===== config.mk =====
export PLATFORM = sky130hd
export DESIGN_NAME = floppy_head_positioning_control
export DESIGN_NICKNAME = d
export VERILOG_FILES = /design/src/fdc_pos_pkg.sv /design/src/step_if.sv /design/src/floppy_head_positioning_control.sv /design/src/step_sequencer.sv
export SDC_FILE = /design/constraint.sdc
export NUM_CORES = 1
export LEC_CHECK = 0
export BUFFER_PORTS_ARGS = -buffer_cell sky130_fd_sc_hd__buf_2
export CORE_MARGIN = 2
export CORE_UTILIZATION = 40
export CTS_BUF_LIST = sky130_fd_sc_hd__clkbuf_16
export DETAILED_ROUTE_END_ITERATION = 12
export SLEW_MARGIN = 20
export SYNTH_ARGS = -nofsm -noshare
export SYNTH_HDL_FRONTEND = slang
export SYNTH_HIERARCHICAL = 1
export SYNTH_SLANG_ARGS = --single-unit

===== constraint.sdc =====
create_clock -name clock -period 11.8 [get_ports clock]
set_clock_uncertainty 0.1 [all_clocks]
set_input_delay 0.59 -clock clock [delete_from_list [all_inputs] [get_ports clock]]
set_output_delay 0.59 -clock clock [all_outputs]
set_load 0.02 [all_outputs]

===== src/fdc_pos_pkg.sv =====
// Package with constants and types for the head positioning control block
package fdc_pos_pkg;
    // ****************************************************
    // Avalon register offsets (byte addresses)
    // ****************************************************
    localparam logic [5:0] CMD_OFS = 6'h00;
    localparam logic [5:0] ARG_OFS = 6'h04;
    localparam logic [5:0] STEP_OFS = 6'h08;
    localparam logic [5:0] CTRL_OFS = 6'h0C;
    localparam logic [5:0] STAT_OFS = 6'h10;
    localparam logic [5:0] RES_OFS = 6'h14;
    localparam logic [5:0] ID_OFS = 6'h18;
    localparam logic [5:0] FMT_OFS = 6'h1C;
    // ****************************************************
    // Command codes written to the command register
    // ****************************************************
    localparam logic [3:0] OP_READ_ID = 4'hA;
    localparam logic [3:0] OP_RECAL = 4'h7;
    localparam logic [3:0] OP_SEEK = 4'hF;
    localparam logic [3:0] OP_SENSE_INT = 4'h8;
    localparam logic [3:0] OP_SENSE_DRV = 4'h4;
    localparam logic [3:0] OP_LOW_POWER = 4'h1;
    localparam logic [3:0] OP_WAKE = 4'h2;
    // ****************************************************
    // Status field positions and codes
    // ****************************************************
    localparam int TC_LSB = 6;
    localparam int MOVE_BIT = 5;
    localparam int FAULT_BIT = 4;
    localparam int SIDE_BIT = 2;
    localparam logic [1:0] TC_NORMAL = 2'h0;
    localparam logic [1:0] TC_ABNORMAL = 2'h1;
    localparam logic [1:0] TC_POLLING = 2'h3;
    localparam logic [7:0] RECAL_MAX_STEPS = 8'h4F;
    localparam logic [1:0] INDEX_LIMIT = 2'h2;
    // ****************************************************
    // Single density format gap layout
    // ****************************************************
    localparam logic [7:0] SD_GAP_FILL = 8'hFF;
    localparam logic [7:0] SD_SYNC_FILL = 8'h00;
    localparam logic [7:0] SD_GAP4A_LEN = 8'h28;
    localparam logic [7:0] SD_GAP1_LEN = 8'h1A;
    localparam logic [7:0] SD_GAP2_LEN = 8'h0B;
    // ****************************************************
    // Step timing
    // ****************************************************
    localparam int CLOCK_HZ = 25000000;
    localparam int STEP_PULSE_NS = 4000;
    localparam int STEP_PULSE_CYC = (STEP_PULSE_NS * (CLOCK_HZ / 1000000) + 999) / 1000;
    localparam int STEP_UNIT_US = 500;
    localparam int STEP_UNIT_CYC = STEP_UNIT_US * (CLOCK_HZ / 1000000);
    localparam logic [3:0] STEP_RESET = 4'h8;
    localparam logic [7:0] CTRL_RESET = 8'h00;
    // Drive sequencer states
    typedef enum logic [1:0] {
        MV_IDLE = 2'b00,
        MV_PULSE = 2'b01,
        MV_WAIT = 2'b10,
        MV_DONE = 2'b11
    } move_state_t;
endpackage : fdc_pos_pkg


===== src/step_if.sv =====
// Interface joining the top block to one drive step sequencer
`timescale 1ns/1ns
interface step_if;
    logic startRecal;
    logic startSeek;
    logic [7:0] targetTrack;
    logic [3:0] stepIntervalSetting;
    logic clearTrack;
    logic trackZeroInput;
    logic stepPulse;
    logic stepHeading;
    logic moveDone;
    logic moveFault;
    logic [7:0] presentTrackCount;
    logic moving;
    modport ctl (output startRecal, startSeek, targetTrack, stepIntervalSetting, clearTrack,
                 trackZeroInput, input stepPulse, stepHeading, moveDone, moveFault,
                 presentTrackCount, moving);
    modport seq (input startRecal, startSeek, targetTrack, stepIntervalSetting, clearTrack,
                 trackZeroInput, output stepPulse, stepHeading, moveDone, moveFault,
                 presentTrackCount, moving);
endinterface : step_if


===== src/floppy_head_positioning_control.sv =====
// Top block: command interpreter for positioning, read ID and sense commands
`timescale 1ns/1ns
// Function
// - Single density format uses FF gaps, 00 sync, gaps of 40, 26, 11 bytes.
// - Only read ID, recalibrate and seek raise an interrupt among control commands.
// - Read ID captures cylinder, head, sector, size of first good ID field.
// - No ID mark by second index pulse: abnormal code and absent ID flag.
// - Recalibrate clears track count, direction out, steps while track zero low.
// - Track zero high during recalibrate sets move complete and ends it.
// - After 79 steps without track zero: move complete plus fault, end.
// - Busy is set for one cycle by other commands, never by seek or recalibrate; moving bits cover up to four drives.
// - Seek direction inward when present track below target, outward when above.
// - Seek steps at programmed interval, recompares, ends with move complete.
// - No result phase for seeks; reported side bit always zero.
// - Leaving low power clears track counts and pending status.
// - Interrupt on result phase, end of moves, and non-DMA transfer request.
// - Sense interrupt clears the interrupt and returns primary status.
// - Causes: polling 0/11, normal end 1/00, abnormal end 1/01.
// - Without sense interrupt or wake, the drive's pending bit stays set, but its moving bit clears.
// - Sense drive status goes straight to result with status register 3.
// - Polling enabled by default raises one interrupt after reset.
// - Non-DMA mode signals each byte by transfer request and interrupt.
// - Step interval comes from the setting; first interval may be shorter.
module floppy_head_positioning_control #(
    parameter int DRIVES = 4,
    parameter int STEP_UNIT = fdc_pos_pkg::STEP_UNIT_CYC
) (
    input wire logic clock,
    input wire logic rst,
    input wire logic [5:0] avs_address,
    input wire logic avs_read,
    input wire logic avs_write,
    input wire logic [31:0] avs_writedata,
    output logic [31:0] avs_readdata,
    output logic avs_waitrequest,
    input wire logic [3:0] track_zero_input,
    input wire logic index_pulse_input,
    input wire logic id_field_valid,
    input wire logic [31:0] id_field_data,
    input wire logic byte_request,
    input wire logic result_phase_event,
    input wire logic head_settled,
    output logic [3:0] step_pulse_out,
    output logic [3:0] step_heading_out,
    output logic controller_irq_out,
    output logic transfer_request_flag
);
    // ****************************************************
    // Register bus
    // ****************************************************
    logic ack_reg;
    logic [31:0] rdata_reg;
    logic [7:0] target_reg;
    logic [1:0] drive_reg;
    logic [3:0] step_interval_setting_reg;
    logic [7:0] ctrl_reg; // [0]=pio_transfer_select [1]=polling disable
    logic [7:0] result_reg;
    logic [31:0] id_reg;
    logic busy_reg;
    logic lowpower_reg;
    logic readid_reg;
    logic [1:0] index_reg;
    logic index_prev_reg;
    logic pollPend_reg;
    logic irq_reg;
    logic xfer_reg;
    logic [3:0] stepOut_reg;
    logic [3:0] headOut_reg;
    logic [3:0] pend_reg;
    logic [3:0] pendFault_reg;
    logic [3:0] stepPulse;
    logic [3:0] stepHead;
    logic [3:0] moveDone;
    logic [3:0] moveFault;
    logic [3:0] moving;
    logic [7:0] track [4];

    wire logic access = (avs_read || avs_write) && !ack_reg;
    wire logic wrStrobe = avs_write && ack_reg;
    wire logic cmdWrite = wrStrobe && (avs_address == fdc_pos_pkg::CMD_OFS);
    wire logic [3:0] opcode = avs_writedata[3:0];
    wire logic [1:0] cmdDrive = avs_writedata[5:4];
    wire logic opRecal = cmdWrite && (opcode == fdc_pos_pkg::OP_RECAL);
    wire logic opSeek = cmdWrite && (opcode == fdc_pos_pkg::OP_SEEK);
    wire logic opSense = cmdWrite && (opcode == fdc_pos_pkg::OP_SENSE_INT);
    wire logic opDrive = cmdWrite && (opcode == fdc_pos_pkg::OP_SENSE_DRV);
    wire logic opReadId = cmdWrite && (opcode == fdc_pos_pkg::OP_READ_ID);
    wire logic opSleep = cmdWrite && (opcode == fdc_pos_pkg::OP_LOW_POWER);
    wire logic opWake = cmdWrite && (opcode == fdc_pos_pkg::OP_WAKE) && lowpower_reg;
    wire logic pioMode = ctrl_reg[0];
    wire logic pollOn = !ctrl_reg[1];
    wire logic indexRise = index_pulse_input && !index_prev_reg;
    // Lowest drive with pending completion answers the sense command first
    wire logic [1:0] pendIdx = pend_reg[0] ? 2'd0 : pend_reg[1] ? 2'd1 :
                               pend_reg[2] ? 2'd2 : 2'd3;
    wire logic anyPend = |pend_reg;
    wire logic [1:0] senseCode = pendFault_reg[pendIdx] ? fdc_pos_pkg::TC_ABNORMAL
                                                         : fdc_pos_pkg::TC_NORMAL;
    // Side bit left zero in every primary status image
    wire logic [7:0] senseStatus = anyPend ?
        {senseCode, 1'b1, pendFault_reg[pendIdx], 1'b0, 1'b0, pendIdx} :
        pollPend_reg ? {fdc_pos_pkg::TC_POLLING, 6'h00} :
        {fdc_pos_pkg::TC_ABNORMAL + 2'h1, 6'h00};
    // Drive status image: bit 5 set, track zero, head bit zero, drive number
    wire logic [7:0] driveStatus = {3'b001, track_zero_input[cmdDrive], 1'b0, 1'b0, cmdDrive};
    wire logic [31:0] statusWord = {19'h00000, lowpower_reg, readid_reg, busy_reg,
                                    moving, pend_reg, transfer_request_flag, irq_reg};
    wire logic [31:0] readMux =
        (avs_address == fdc_pos_pkg::ARG_OFS) ? {22'h000000, drive_reg, target_reg} :
        (avs_address == fdc_pos_pkg::STEP_OFS) ? {28'h0000000, step_interval_setting_reg} :
        (avs_address == fdc_pos_pkg::CTRL_OFS) ? {24'h000000, ctrl_reg} :
        (avs_address == fdc_pos_pkg::STAT_OFS) ? statusWord :
        (avs_address == fdc_pos_pkg::RES_OFS) ? {24'h000000, result_reg} :
        (avs_address == fdc_pos_pkg::ID_OFS) ? id_reg :
        (avs_address == fdc_pos_pkg::FMT_OFS) ? {fdc_pos_pkg::SD_GAP_FILL,
            fdc_pos_pkg::SD_GAP4A_LEN, fdc_pos_pkg::SD_GAP1_LEN, fdc_pos_pkg::SD_GAP2_LEN} :
        32'h00000000; // unmapped and command register read as zero

    // ****************************************************
    // Per-drive step sequencers
    // ****************************************************
    genvar d;
    generate
        for (d = 0; d < DRIVES; d++) begin : g_drive
            step_if sif ();
            assign sif.startRecal = opRecal && (cmdDrive == 2'(d)) && !moving[d];
            assign sif.startSeek = opSeek && (cmdDrive == 2'(d)) && !moving[d];
            assign sif.targetTrack = (cmdDrive == 2'(d) && opSeek) ? avs_writedata[15:8]
                                                                    : target_reg;
            assign sif.stepIntervalSetting = step_interval_setting_reg;
            assign sif.clearTrack = opWake;
            assign sif.trackZeroInput = track_zero_input[d];
            assign stepPulse[d] = sif.stepPulse;
            assign stepHead[d] = sif.stepHeading;
            assign moveDone[d] = sif.moveDone;
            assign moveFault[d] = sif.moveFault;
            assign moving[d] = sif.moving;
            assign track[d] = sif.presentTrackCount;
            step_sequencer #(.STEP_UNIT(STEP_UNIT)) u_seq (
                .clock(clock),
                .rst(rst),
                .sif(sif)
            );
        end
    endgenerate

    // Bus handshake: one wait cycle, then answer
    always_ff @(posedge clock) begin
        if (rst) begin
            ack_reg <= 1'b0;
            rdata_reg <= 32'h00000000;
        end else begin
            ack_reg <= access;
            rdata_reg <= readMux;
        end
    end
    assign avs_waitrequest = !ack_reg;
    assign avs_readdata = rdata_reg;

    // Setting registers written by software
    always_ff @(posedge clock) begin
        if (rst) begin
            target_reg <= 8'h00;
            drive_reg <= 2'h0;
            step_interval_setting_reg <= fdc_pos_pkg::STEP_RESET;
            ctrl_reg <= fdc_pos_pkg::CTRL_RESET;
        end else if (wrStrobe) begin
            if (avs_address == fdc_pos_pkg::ARG_OFS) {drive_reg, target_reg} <= avs_writedata[9:0];
            if (avs_address == fdc_pos_pkg::STEP_OFS) step_interval_setting_reg <= avs_writedata[3:0];
            if (avs_address == fdc_pos_pkg::CTRL_OFS) ctrl_reg <= avs_writedata[7:0];
        end
    end

    // Pending completions per drive; a completion beats a same-cycle clear
    always_ff @(posedge clock) begin
        if (rst) begin
            pend_reg <= 4'h0;
            pendFault_reg <= 4'h0;
        end else begin
            for (int i = 0; i < 4; i++) begin
                if (moveDone[i]) begin
                    pend_reg[i] <= 1'b1;
                    pendFault_reg[i] <= moveFault[i];
                end else if ((opSense && anyPend && pendIdx == 2'(i)) || opWake) begin
                    pend_reg[i] <= 1'b0;
                end
            end
        end
    end

    // Command phase, read ID search and result image
    always_ff @(posedge clock) begin
        if (rst) begin
            busy_reg <= 1'b0;
            lowpower_reg <= 1'b0;
            readid_reg <= 1'b0;
            index_reg <= 2'h0;
            index_prev_reg <= 1'b0;
            result_reg <= 8'h00;
            id_reg <= 32'h00000000;
        end else begin
            index_prev_reg <= index_pulse_input;
            busy_reg <= cmdWrite && !opRecal && !opSeek;
            if (opSleep) lowpower_reg <= 1'b1;
            if (opWake) lowpower_reg <= 1'b0;
            if (opSense) result_reg <= senseStatus;
            if (opDrive) result_reg <= driveStatus;
            if (opWake) result_reg <= 8'h00;
            if (opReadId) begin
                readid_reg <= 1'b1;
                index_reg <= 2'h0;
            end else if (readid_reg && id_field_valid) begin
                readid_reg <= 1'b0;
                id_reg <= id_field_data;
                result_reg <= {fdc_pos_pkg::TC_NORMAL, 6'h00};
            end else if (readid_reg && indexRise) begin
                if (index_reg + 2'h1 == fdc_pos_pkg::INDEX_LIMIT) begin
                    readid_reg <= 1'b0;
                    result_reg <= {fdc_pos_pkg::TC_ABNORMAL, 6'h01}; // bit0 absent id
                end
                index_reg <= index_reg + 2'h1;
            end
        end
    end

    // Interrupt: set by completions, cleared by sense; set wins over clear
    wire logic readIdEnd = readid_reg && (id_field_valid ||
                           (indexRise && index_reg + 2'h1 == fdc_pos_pkg::INDEX_LIMIT));
    wire logic pioReq = pioMode && byte_request;
    wire logic irqSet = (|moveDone) || readIdEnd || result_phase_event || pioReq ||
                        (pollPend_reg && pollOn && head_settled && !opSense);
    always_ff @(posedge clock) begin
        if (rst) begin
            irq_reg <= 1'b0;
            pollPend_reg <= 1'b1;
            xfer_reg <= 1'b0;
            stepOut_reg <= 4'h0;
            headOut_reg <= 4'h0;
        end else begin
            if (irqSet) irq_reg <= 1'b1;
            else if (opSense) irq_reg <= 1'b0;
            if (opSense && !anyPend) pollPend_reg <= 1'b0; // single poll interrupt
            xfer_reg <= pioReq;
            stepOut_reg <= stepPulse;
            headOut_reg <= stepHead;
        end
    end
    assign controller_irq_out = irq_reg;
    assign transfer_request_flag = xfer_reg;
    assign step_pulse_out = stepOut_reg;
    assign step_heading_out = headOut_reg;
endmodule : floppy_head_positioning_control


===== src/step_sequencer.sv =====
// Seek and recalibrate step sequencer for one drive
`timescale 1ns/1ns
module step_sequencer #(
    parameter int STEP_UNIT = fdc_pos_pkg::STEP_UNIT_CYC
) (
    input wire logic clock,
    input wire logic rst,
    step_if.seq sif
);
    fdc_pos_pkg::move_state_t state_reg, state_next;
    logic recal_reg;
    logic [7:0] track_reg;
    logic [7:0] steps_reg;
    logic [19:0] timer_reg;
    logic dir_reg;
    logic fault_reg;
    logic first_reg;
    logic [7:0] goal_reg;
    // ****************************************************
    // Step decisions
    // ****************************************************
    wire logic timerDone = (timer_reg == 20'h00000);
    wire logic seekAtTarget = (track_reg == goal_reg);
    wire logic recalAtZero = sif.trackZeroInput;
    wire logic recalOut = (steps_reg >= fdc_pos_pkg::RECAL_MAX_STEPS);
    wire logic finished = recal_reg ? (recalAtZero || recalOut) : seekAtTarget;
    // First interval is half length; allowed to be shorter than the rest
    wire logic [19:0] gapCycles = 20'(({1'b0, 4'hF - sif.stepIntervalSetting} + 5'h01)
                                  * STEP_UNIT) >> first_reg;
    wire logic [7:0] trackStep = dir_reg ? track_reg + 8'h01 : track_reg - 8'h01;
    // Next-state logic of the movement
    always_comb begin
        state_next = state_reg;
        case (state_reg)
            fdc_pos_pkg::MV_IDLE:
                if (sif.startRecal || sif.startSeek) state_next = fdc_pos_pkg::MV_WAIT;
            fdc_pos_pkg::MV_WAIT:
                if (finished) state_next = fdc_pos_pkg::MV_DONE;
                else if (timerDone) state_next = fdc_pos_pkg::MV_PULSE;
            fdc_pos_pkg::MV_PULSE:
                if (timerDone) state_next = fdc_pos_pkg::MV_WAIT;
            fdc_pos_pkg::MV_DONE:
                state_next = fdc_pos_pkg::MV_IDLE;
            default:
                state_next = fdc_pos_pkg::MV_IDLE;
        endcase
    end
    // State and counters
    always_ff @(posedge clock) begin
        if (rst) begin
            state_reg <= fdc_pos_pkg::MV_IDLE;
            recal_reg <= 1'b0;
            track_reg <= 8'h00;
            steps_reg <= 8'h00;
            timer_reg <= 20'h00000;
            dir_reg <= 1'b0;
            fault_reg <= 1'b0;
            first_reg <= 1'b0;
            goal_reg <= 8'h00;
        end else begin
            state_reg <= state_next;
            if (sif.clearTrack) begin
                track_reg <= 8'h00;
            end
            case (state_reg)
                fdc_pos_pkg::MV_IDLE: if (sif.startRecal) begin
                    recal_reg <= 1'b1;
                    track_reg <= 8'h00;
                    dir_reg <= 1'b0;
                    steps_reg <= 8'h00;
                    timer_reg <= 20'h00000;
                    first_reg <= 1'b1;
                    fault_reg <= 1'b0;
                end else if (sif.startSeek) begin
                    recal_reg <= 1'b0;
                    dir_reg <= (track_reg < sif.targetTrack);
                    goal_reg <= sif.targetTrack;
                    timer_reg <= 20'h00000;
                    first_reg <= 1'b1;
                    fault_reg <= 1'b0;
                end
                fdc_pos_pkg::MV_WAIT: if (finished) begin
                    fault_reg <= recal_reg && !recalAtZero;
                end else if (timerDone) begin
                    timer_reg <= 20'(fdc_pos_pkg::STEP_PULSE_CYC);
                end else begin
                    timer_reg <= timer_reg - 20'h00001;
                end
                fdc_pos_pkg::MV_PULSE: if (timerDone) begin
                    timer_reg <= gapCycles;
                    first_reg <= 1'b0;
                    steps_reg <= steps_reg + 8'h01;
                    if (!recal_reg) track_reg <= trackStep;
                end else begin
                    timer_reg <= timer_reg - 20'h00001;
                end
                default: begin
                end
            endcase
        end
    end
    assign sif.stepPulse = (state_reg == fdc_pos_pkg::MV_PULSE);
    assign sif.stepHeading = dir_reg;
    assign sif.moveDone = (state_reg == fdc_pos_pkg::MV_DONE);
    assign sif.moveFault = fault_reg;
    assign sif.presentTrackCount = track_reg;
    assign sif.moving = (state_reg != fdc_pos_pkg::MV_IDLE);
endmodule : step_sequencer

* Word-level counts from Yosys, hierarchy flattened
Index checks and enable logic that the tools add are counted.
W data, S select, Z words.
** Word-level totals
- Input port bits :: 83
- Bits in registers :: 320
** Operators by class
- Reductions and logical operators :: 159
- Bitwise operators :: 6
- Add/sub/neg operators :: 19
- Magnitude comparators :: 10
- Shift-type cells :: 4
- Muxes and demuxes :: 170
- Eq/ne operators :: 65
- $mul :: 1
** Operators by type and width (count)
- $mux W20 :: 20
- $mux W8 :: 40
- $pmux W20 S3 :: 4
- $pmux W8 S2 :: 8
- $logic_not A20 Y1 :: 4
- $shr A20 B1 Y20 :: 4
- $sub A20 B1 Y20 const B :: 4
- $reduce_and A3 Y1 :: 24
- $add A8 B1 Y8 const B :: 8
- $mux W32 :: 2
- $mux W1 :: 58
- $logic_and A1 B1 Y1 :: 48
- $reduce_bool A2 Y1 :: 21
- $mux W2 :: 18
- $eq A8 B8 Y1 :: 4
- $ge A8 B7 Y1 const B :: 4
- $lt A8 B8 Y1 :: 4
- $mul A32 B12 Y18 const B :: 1
- $ne A2 B1 Y1 const B :: 16
- $pmux W2 S4 :: 4
- $sub A8 B1 Y8 const B :: 4
- $mux W10 :: 3
- $eq A2 B2 Y1 const B :: 13
- $mux W13 :: 2
- 27 further kinds :: 116

* Logic depth before layout (Yosys ltp)
- Word-level depth :: 14
- Depth in mapped cells :: 16
- Mapped depth without buffers :: 16

* Cells and area by module
Netlist, hierarchy kept.
** Modules (own cells, without submodules)
- step_sequencer at g_drive[1].u_seq ... :: cells an instance 563, area an instance 4389.2 um2, sequential area each 1001.0 um2, instances 2
- floppy_head_positioning_control :: cells an instance 588, area an instance 5278.8 um2, sequential area each 2402.3 um2, instances 1
- step_sequencer at g_drive[0].u_seq :: cells an instance 552, area an instance 4330.4 um2, sequential area each 1001.0 um2, instances 1
- step_sequencer at g_drive[3].u_seq :: cells an instance 565, area an instance 4321.6 um2, sequential area each 1001.0 um2, instances 1

* Worst setup path after synthesis
Ideal clock, no wire load.
- Path kind :: register to register
- Start point :: register step_interval_setting_reg[0] (netlist: g_drive[0].sif.stepIntervalSetting[0])
- End point :: register g_drive[1].u_seq.timer_reg[12]
- Setup slack :: 6.833 ns
- Buffers on the path :: 0
- Data arrival time :: 4.793 ns
- Stages on the path, launching flop included :: 17
- Clock period less this slack :: 4.967 ns
- Cells stage by stage :: dfxtp_1 inv_1 ha_1 xnor2_1 ha_1 xor2_1 ha_1 a21o_1 ha_1 ha_1 o21ai_0 o21ai_0 a2111oi_2 o21a_1 nor2_1 a2111o_1 a31oi_1
** On the way
- Cells in the longest elaborated chain, start to end :: 6
** RTL lines
- start, declared :: line floppy_head_positioning_control.sv:55 : logic [3:0] step_interval_setting_reg;
- start signal, assigned :: line floppy_head_positioning_control.sv:165 : step_interval_setting_reg <= fdc_pos_pkg::STEP_RESET;
- start signal, assigned :: line floppy_head_positioning_control.sv:169 : if (avs_address == fdc_pos_pkg::STEP_OFS) step_interval_setting_reg <= avs_writedata[3:0];
- $sub A4 B4 Y4 :: line step_sequencer.sv:28 : wire logic [19:0] gapCycles = 20'(({1'b0, 4'hF - sif.stepIntervalSetting} + 5'h01)
- $add A4 B1 Y5 :: line step_sequencer.sv:28
- $mul A32 B12 Y18 :: line step_sequencer.sv:29 : * STEP_UNIT) >> first_reg;
- $shr A20 B1 Y20 :: line step_sequencer.sv:28
- $mux W20 :: line step_sequencer.sv:89 : fdc_pos_pkg::MV_PULSE: if (timerDone) begin
- $pmux W20 S3 :: line step_sequencer.sv:65 : case (state_reg)
- end signal, assigned :: line step_sequencer.sv:87 : timer_reg <= timer_reg - 20'h00001;
- end signal, assigned :: line step_sequencer.sv:90 : timer_reg <= gapCycles;
- end signal, assigned :: line step_sequencer.sv:95 : timer_reg <= timer_reg - 20'h00001;
- end, declared :: line step_sequencer.sv:14 : logic [19:0] timer_reg;
No other way between the ends.
A chain may end at the register's enable or synchronous reset.

* Final worst setup path
- Start point :: register step_interval_setting_reg[0] (netlist: g_drive[0].sif.stepIntervalSetting[0])
- End point :: register g_drive[1].u_seq.timer_reg[13]
The elaborated chain is that of the path after synthesis.

==> run summary <==
The synthesized netlist contains 103 unique library cells. The number of vias after detailed routing came out at 20,700. The largest net degree at the start of global routing came out at 76. Across every metal layer, demand over resource in global routing totals about a fifth. The final weighted congestion in routability-driven placement came out at 0.893. The highest attainable clock frequency is 181 MHz. The initial antenna violation count is 1.

Synthesis handed over a netlist of 2,831 instances. Yosys printed 6 warnings. The post-synthesis async set-or-reset flop share came out at 0%. The remaining max-slew budget at the tightest pin is roughly 30%. The detailed placement HPWL came out at 45,500 um. The final worst slack came out at around 6.3 ns. The clock edge transition at the registers on the reported setup and hold paths came out at 0.06 ns. The portion of the post-synthesis area used by sequential elements came out at 28.2%. The worst setup path is captured at a register. The die is ~240 um wide. The count of final hold-check violations is 0. The number of pins exceeding their max-slew limit in the final report is 0. The number of flip-flops under the largest register name is 80. The most used flip-flop cell after synthesis is dfxtp_1.

The power per cell area came out at just under 200 nW/um^2. In the routed design, unresolved DRC markers number 0. The endpoint required time on the critical path came out at 12.17 ns. The worst-case vdd ir drop is around 0.12 mV. The register bit count reported by yosys is between 300 and 400. Before CTS, the worst setup slack after placement is 6.40 ns. In this run the number of H-tree levels came out at 2. The setup total negative slack came out at 0 ns.

The flow ran to the end, and the final reports show no timing, DRC or antenna violations. The placement row count is 87. The post-detailed-route wirelength per cell is 17.2 um.

The max-capacitance violation count came out at 0. After filler insertion, the fill cell instance count of the layout stands at 5,573. Summed over all layers, the global routing overflow is 0. No sink is reached through more buffers than the 3 on the longest clock path.

The average instance in the mapped netlist occupies about 8 sq um. The total of buffers placed on input and output ports came out at between 100 and 150. The number of buffers inserted by post-CTS setup repair came out at 0. The wire length of the first global-routing pass came out at 102,000 um. The number of sinks on the clock net is 320. At the end of the flow, the number of nets in the layout was 3,175. The count of routing violations after the opening detailed-route iteration is 1,574. The die area is approximately 59,000 sq um.

The total iterations of the first detailed-routing run came out at 6. The total CTS buffers is 39. The clock latency at the later pin of the worst-skew pair came out at 0.59 ns. In the finished design, the share of the clock period the worst path needs comes to 46.8%. At the pin with the least slew margin, the transition time is 1.04 ns. The fraction of layout cells with a size suffix above 1 is 10.1%. The number of vias per cell after detailed routing is 5.64.

The vertical extent of the die came out at around 240 um. Data on the critical path arrives at its endpoint at 5.89 ns. The via count of the first global-routing pass was around 20,000. Setup repair after global routing left no endpoint under its margin. The post-synthesis cell area is 22,700 sq um. The cell at the root of the clock tree is clkbuf_16. The path class of the tightest hold or removal check is primary input to register. Of all nets on the critical path, the largest fanout is 28. The final core utilization came out at 44.4%. The hold-fix buffer count after cts is 0. The synthesis-to-finish area growth is 10.1%. The initial utilization of the core area, before any placement, comes to between 40% and 50%. The number of synthesized flops with an enable pin came out at 0. The post-detailed-routing wire length is 63,000 um. The depth of the worst register-to-register path came out at 16. Gates resized during post-CTS repair numbered 0. TritonCTS built the clock tree. The top-level I/O count came out at 126. Setup violations remaining at the end of the flow were counted as 0. The worst-case register-to-register setup slack is 6.27 ns. The critical path in this run is classified as register to register. Summed over all cells, the static leakage comes to 10.0 nW.

The depth of the worst hold-timing path came out at 3. After layout, the minimum clock period comes to 5.53 ns. The net count of the mapped netlist is 3,128. The count of antenna-violating nets left after detailed routing is 0. The floorplan step defined a core boundary enclosing 56,300 sq um. The kind of launch point of the worst setup path is a register.
## kinds of logic after synthesis
group	count (synthesis)	share of synthesized area [%]
flops	320	28.2
buf+inv	270	4.95
simple gates	1034	23.1
xor+xnor	179	6.90
mux	101	4.87
fa+ha+maj	214	12.1
compound gates	713	20.0
## routing by layer
layer	track usage (%)	vias to the layer above	part of all wire (%)
li1	-	10200	-
met1	27.5	9843	47
met2	34.8	480	47
met3	2.53	107	4.4
met4	5.99	2	2.3
met5	0	-	0.021
## worst max-delay path, stage by stage (launching register included)
cell and delay (ns):
dfxtp_2 0.57, buf_4 0.46, inv_1 0.22, ha_1 0.28, xnor2_1 0.56, ha_1 0.33, xor2_1 0.16, ha_1 0.25
ha_1 0.29, ha_1 0.36, a211oi_1 0.34, o21ai_0 0.20, a2111oi_2 0.47, nor3_1 0.11, o31ai_1 0.36, a21oi_1 0.15
a21o_1 0.18
## cell type report
type                       count  area, sq um  area share (%)
sequential                   320         6410            25.6
antenna                        1         2.50          0.0100
timing repair buffer         129          704            2.82
clock inverter                30          216           0.866
tap                          756          946            3.78
clock buffer                  39          976            3.90
inverter                     147          552            2.21
multi-input combinational   2241        15200            60.8
## synthesized netlist by cell type, types with 24 or more instances
| library cell | n | area share, % |
|---|---|---|
| a211oi_1 | 41 | 1.4 |
| a21o_1 | 26 | 0.86 |
| a21oi_1 | 246 | 5.4 |
| a22oi_1 | 29 | 0.96 |
| a31oi_1 | 28 | 0.77 |
| and2_1 | 33 | 0.91 |
| clkbuf_1 | 82 | 1.4 |
| dfxtp_1 | 320 | 28 |
| ha_1 | 206 | 11 |
| inv_1 | 146 | 2.4 |
| mux2_2 | 34 | 1.7 |
| mux2i_1 | 58 | 2.6 |
| nand2_1 | 284 | 4.7 |
| nand3_1 | 76 | 1.7 |
| nor2_1 | 271 | 4.5 |
| nor3_1 | 88 | 1.9 |
| nor3b_1 | 27 | 0.89 |
| nor4_1 | 30 | 0.83 |
| o21a_1 | 24 | 0.79 |
| o21ai_0 | 139 | 3.1 |
| or3_1 | 29 | 0.80 |
| xnor2_1 | 92 | 3.5 |
| xor2_1 | 87 | 3.4 |
## cell usage in the layout (no fill, tap or decap), drive strengths merged, types with 13 or more instances in the layout
cell,count
a211oi,43
a31oi,28
o211ai,21
nand3,80
dfxtp,320
clkinv,23
and2,37
nor3,92
buf,128
mux2i,58
inv,152
nor4,36
mux2,42
a21o,26
o21a,24
nand2,286
clkbuf,40
or4,18
a22oi,29
a21boi,14
a21oi,246
or2,13
nor2b,23
xor2,87
ha,206
o31ai,16
or3,30
nand4,23
nand2b,22
nand3b,13
nor2,279
nand4b,13
xnor2,92
nor3b,29
and3,22
o21ai,146
o22ai,15
## where the power goes
part | switching, mW | internal, mW | total (mW)
combinational | 1.58 | 0.885 | 2.46
sequential | 0.121 | 1.17 | 1.29
clock | 0.522 | 0.632 | 1.15
## metrics by stage
stage	instances	power, mW	hold WS (ns)	instance area, sq um
floorplan	2831	3.23	0.320	22700
global placement	3593	3.69	0.333	23800
detailed placement	3593	3.73	0.338	23800
CTS	3662	4.90	0.113	25000
global route	3662	5.27	0.123	25000
finish	3663	4.91	0.135	25000
## final timing paths
check,from,to
worst max-delay path,g_drive[0].sif.stepIntervalSetting[0]$_SDFFE_PP0P_,g_drive[1].u_seq/timer_reg[13]$_SDFFE_PP0P_
worst min-delay path,id_field_data[26],id_reg[26]$_SDFFE_PP0P_
worst max register to register,g_drive[0].sif.stepIntervalSetting[0]$_SDFFE_PP0P_,g_drive[1].u_seq/timer_reg[13]$_SDFFE_PP0P_
worst min register to register,id_reg[23]$_SDFFE_PP0P_,id_reg[23]$_SDFFE_PP0P_
No activity file was read; power rests on OpenSTA's default activity.
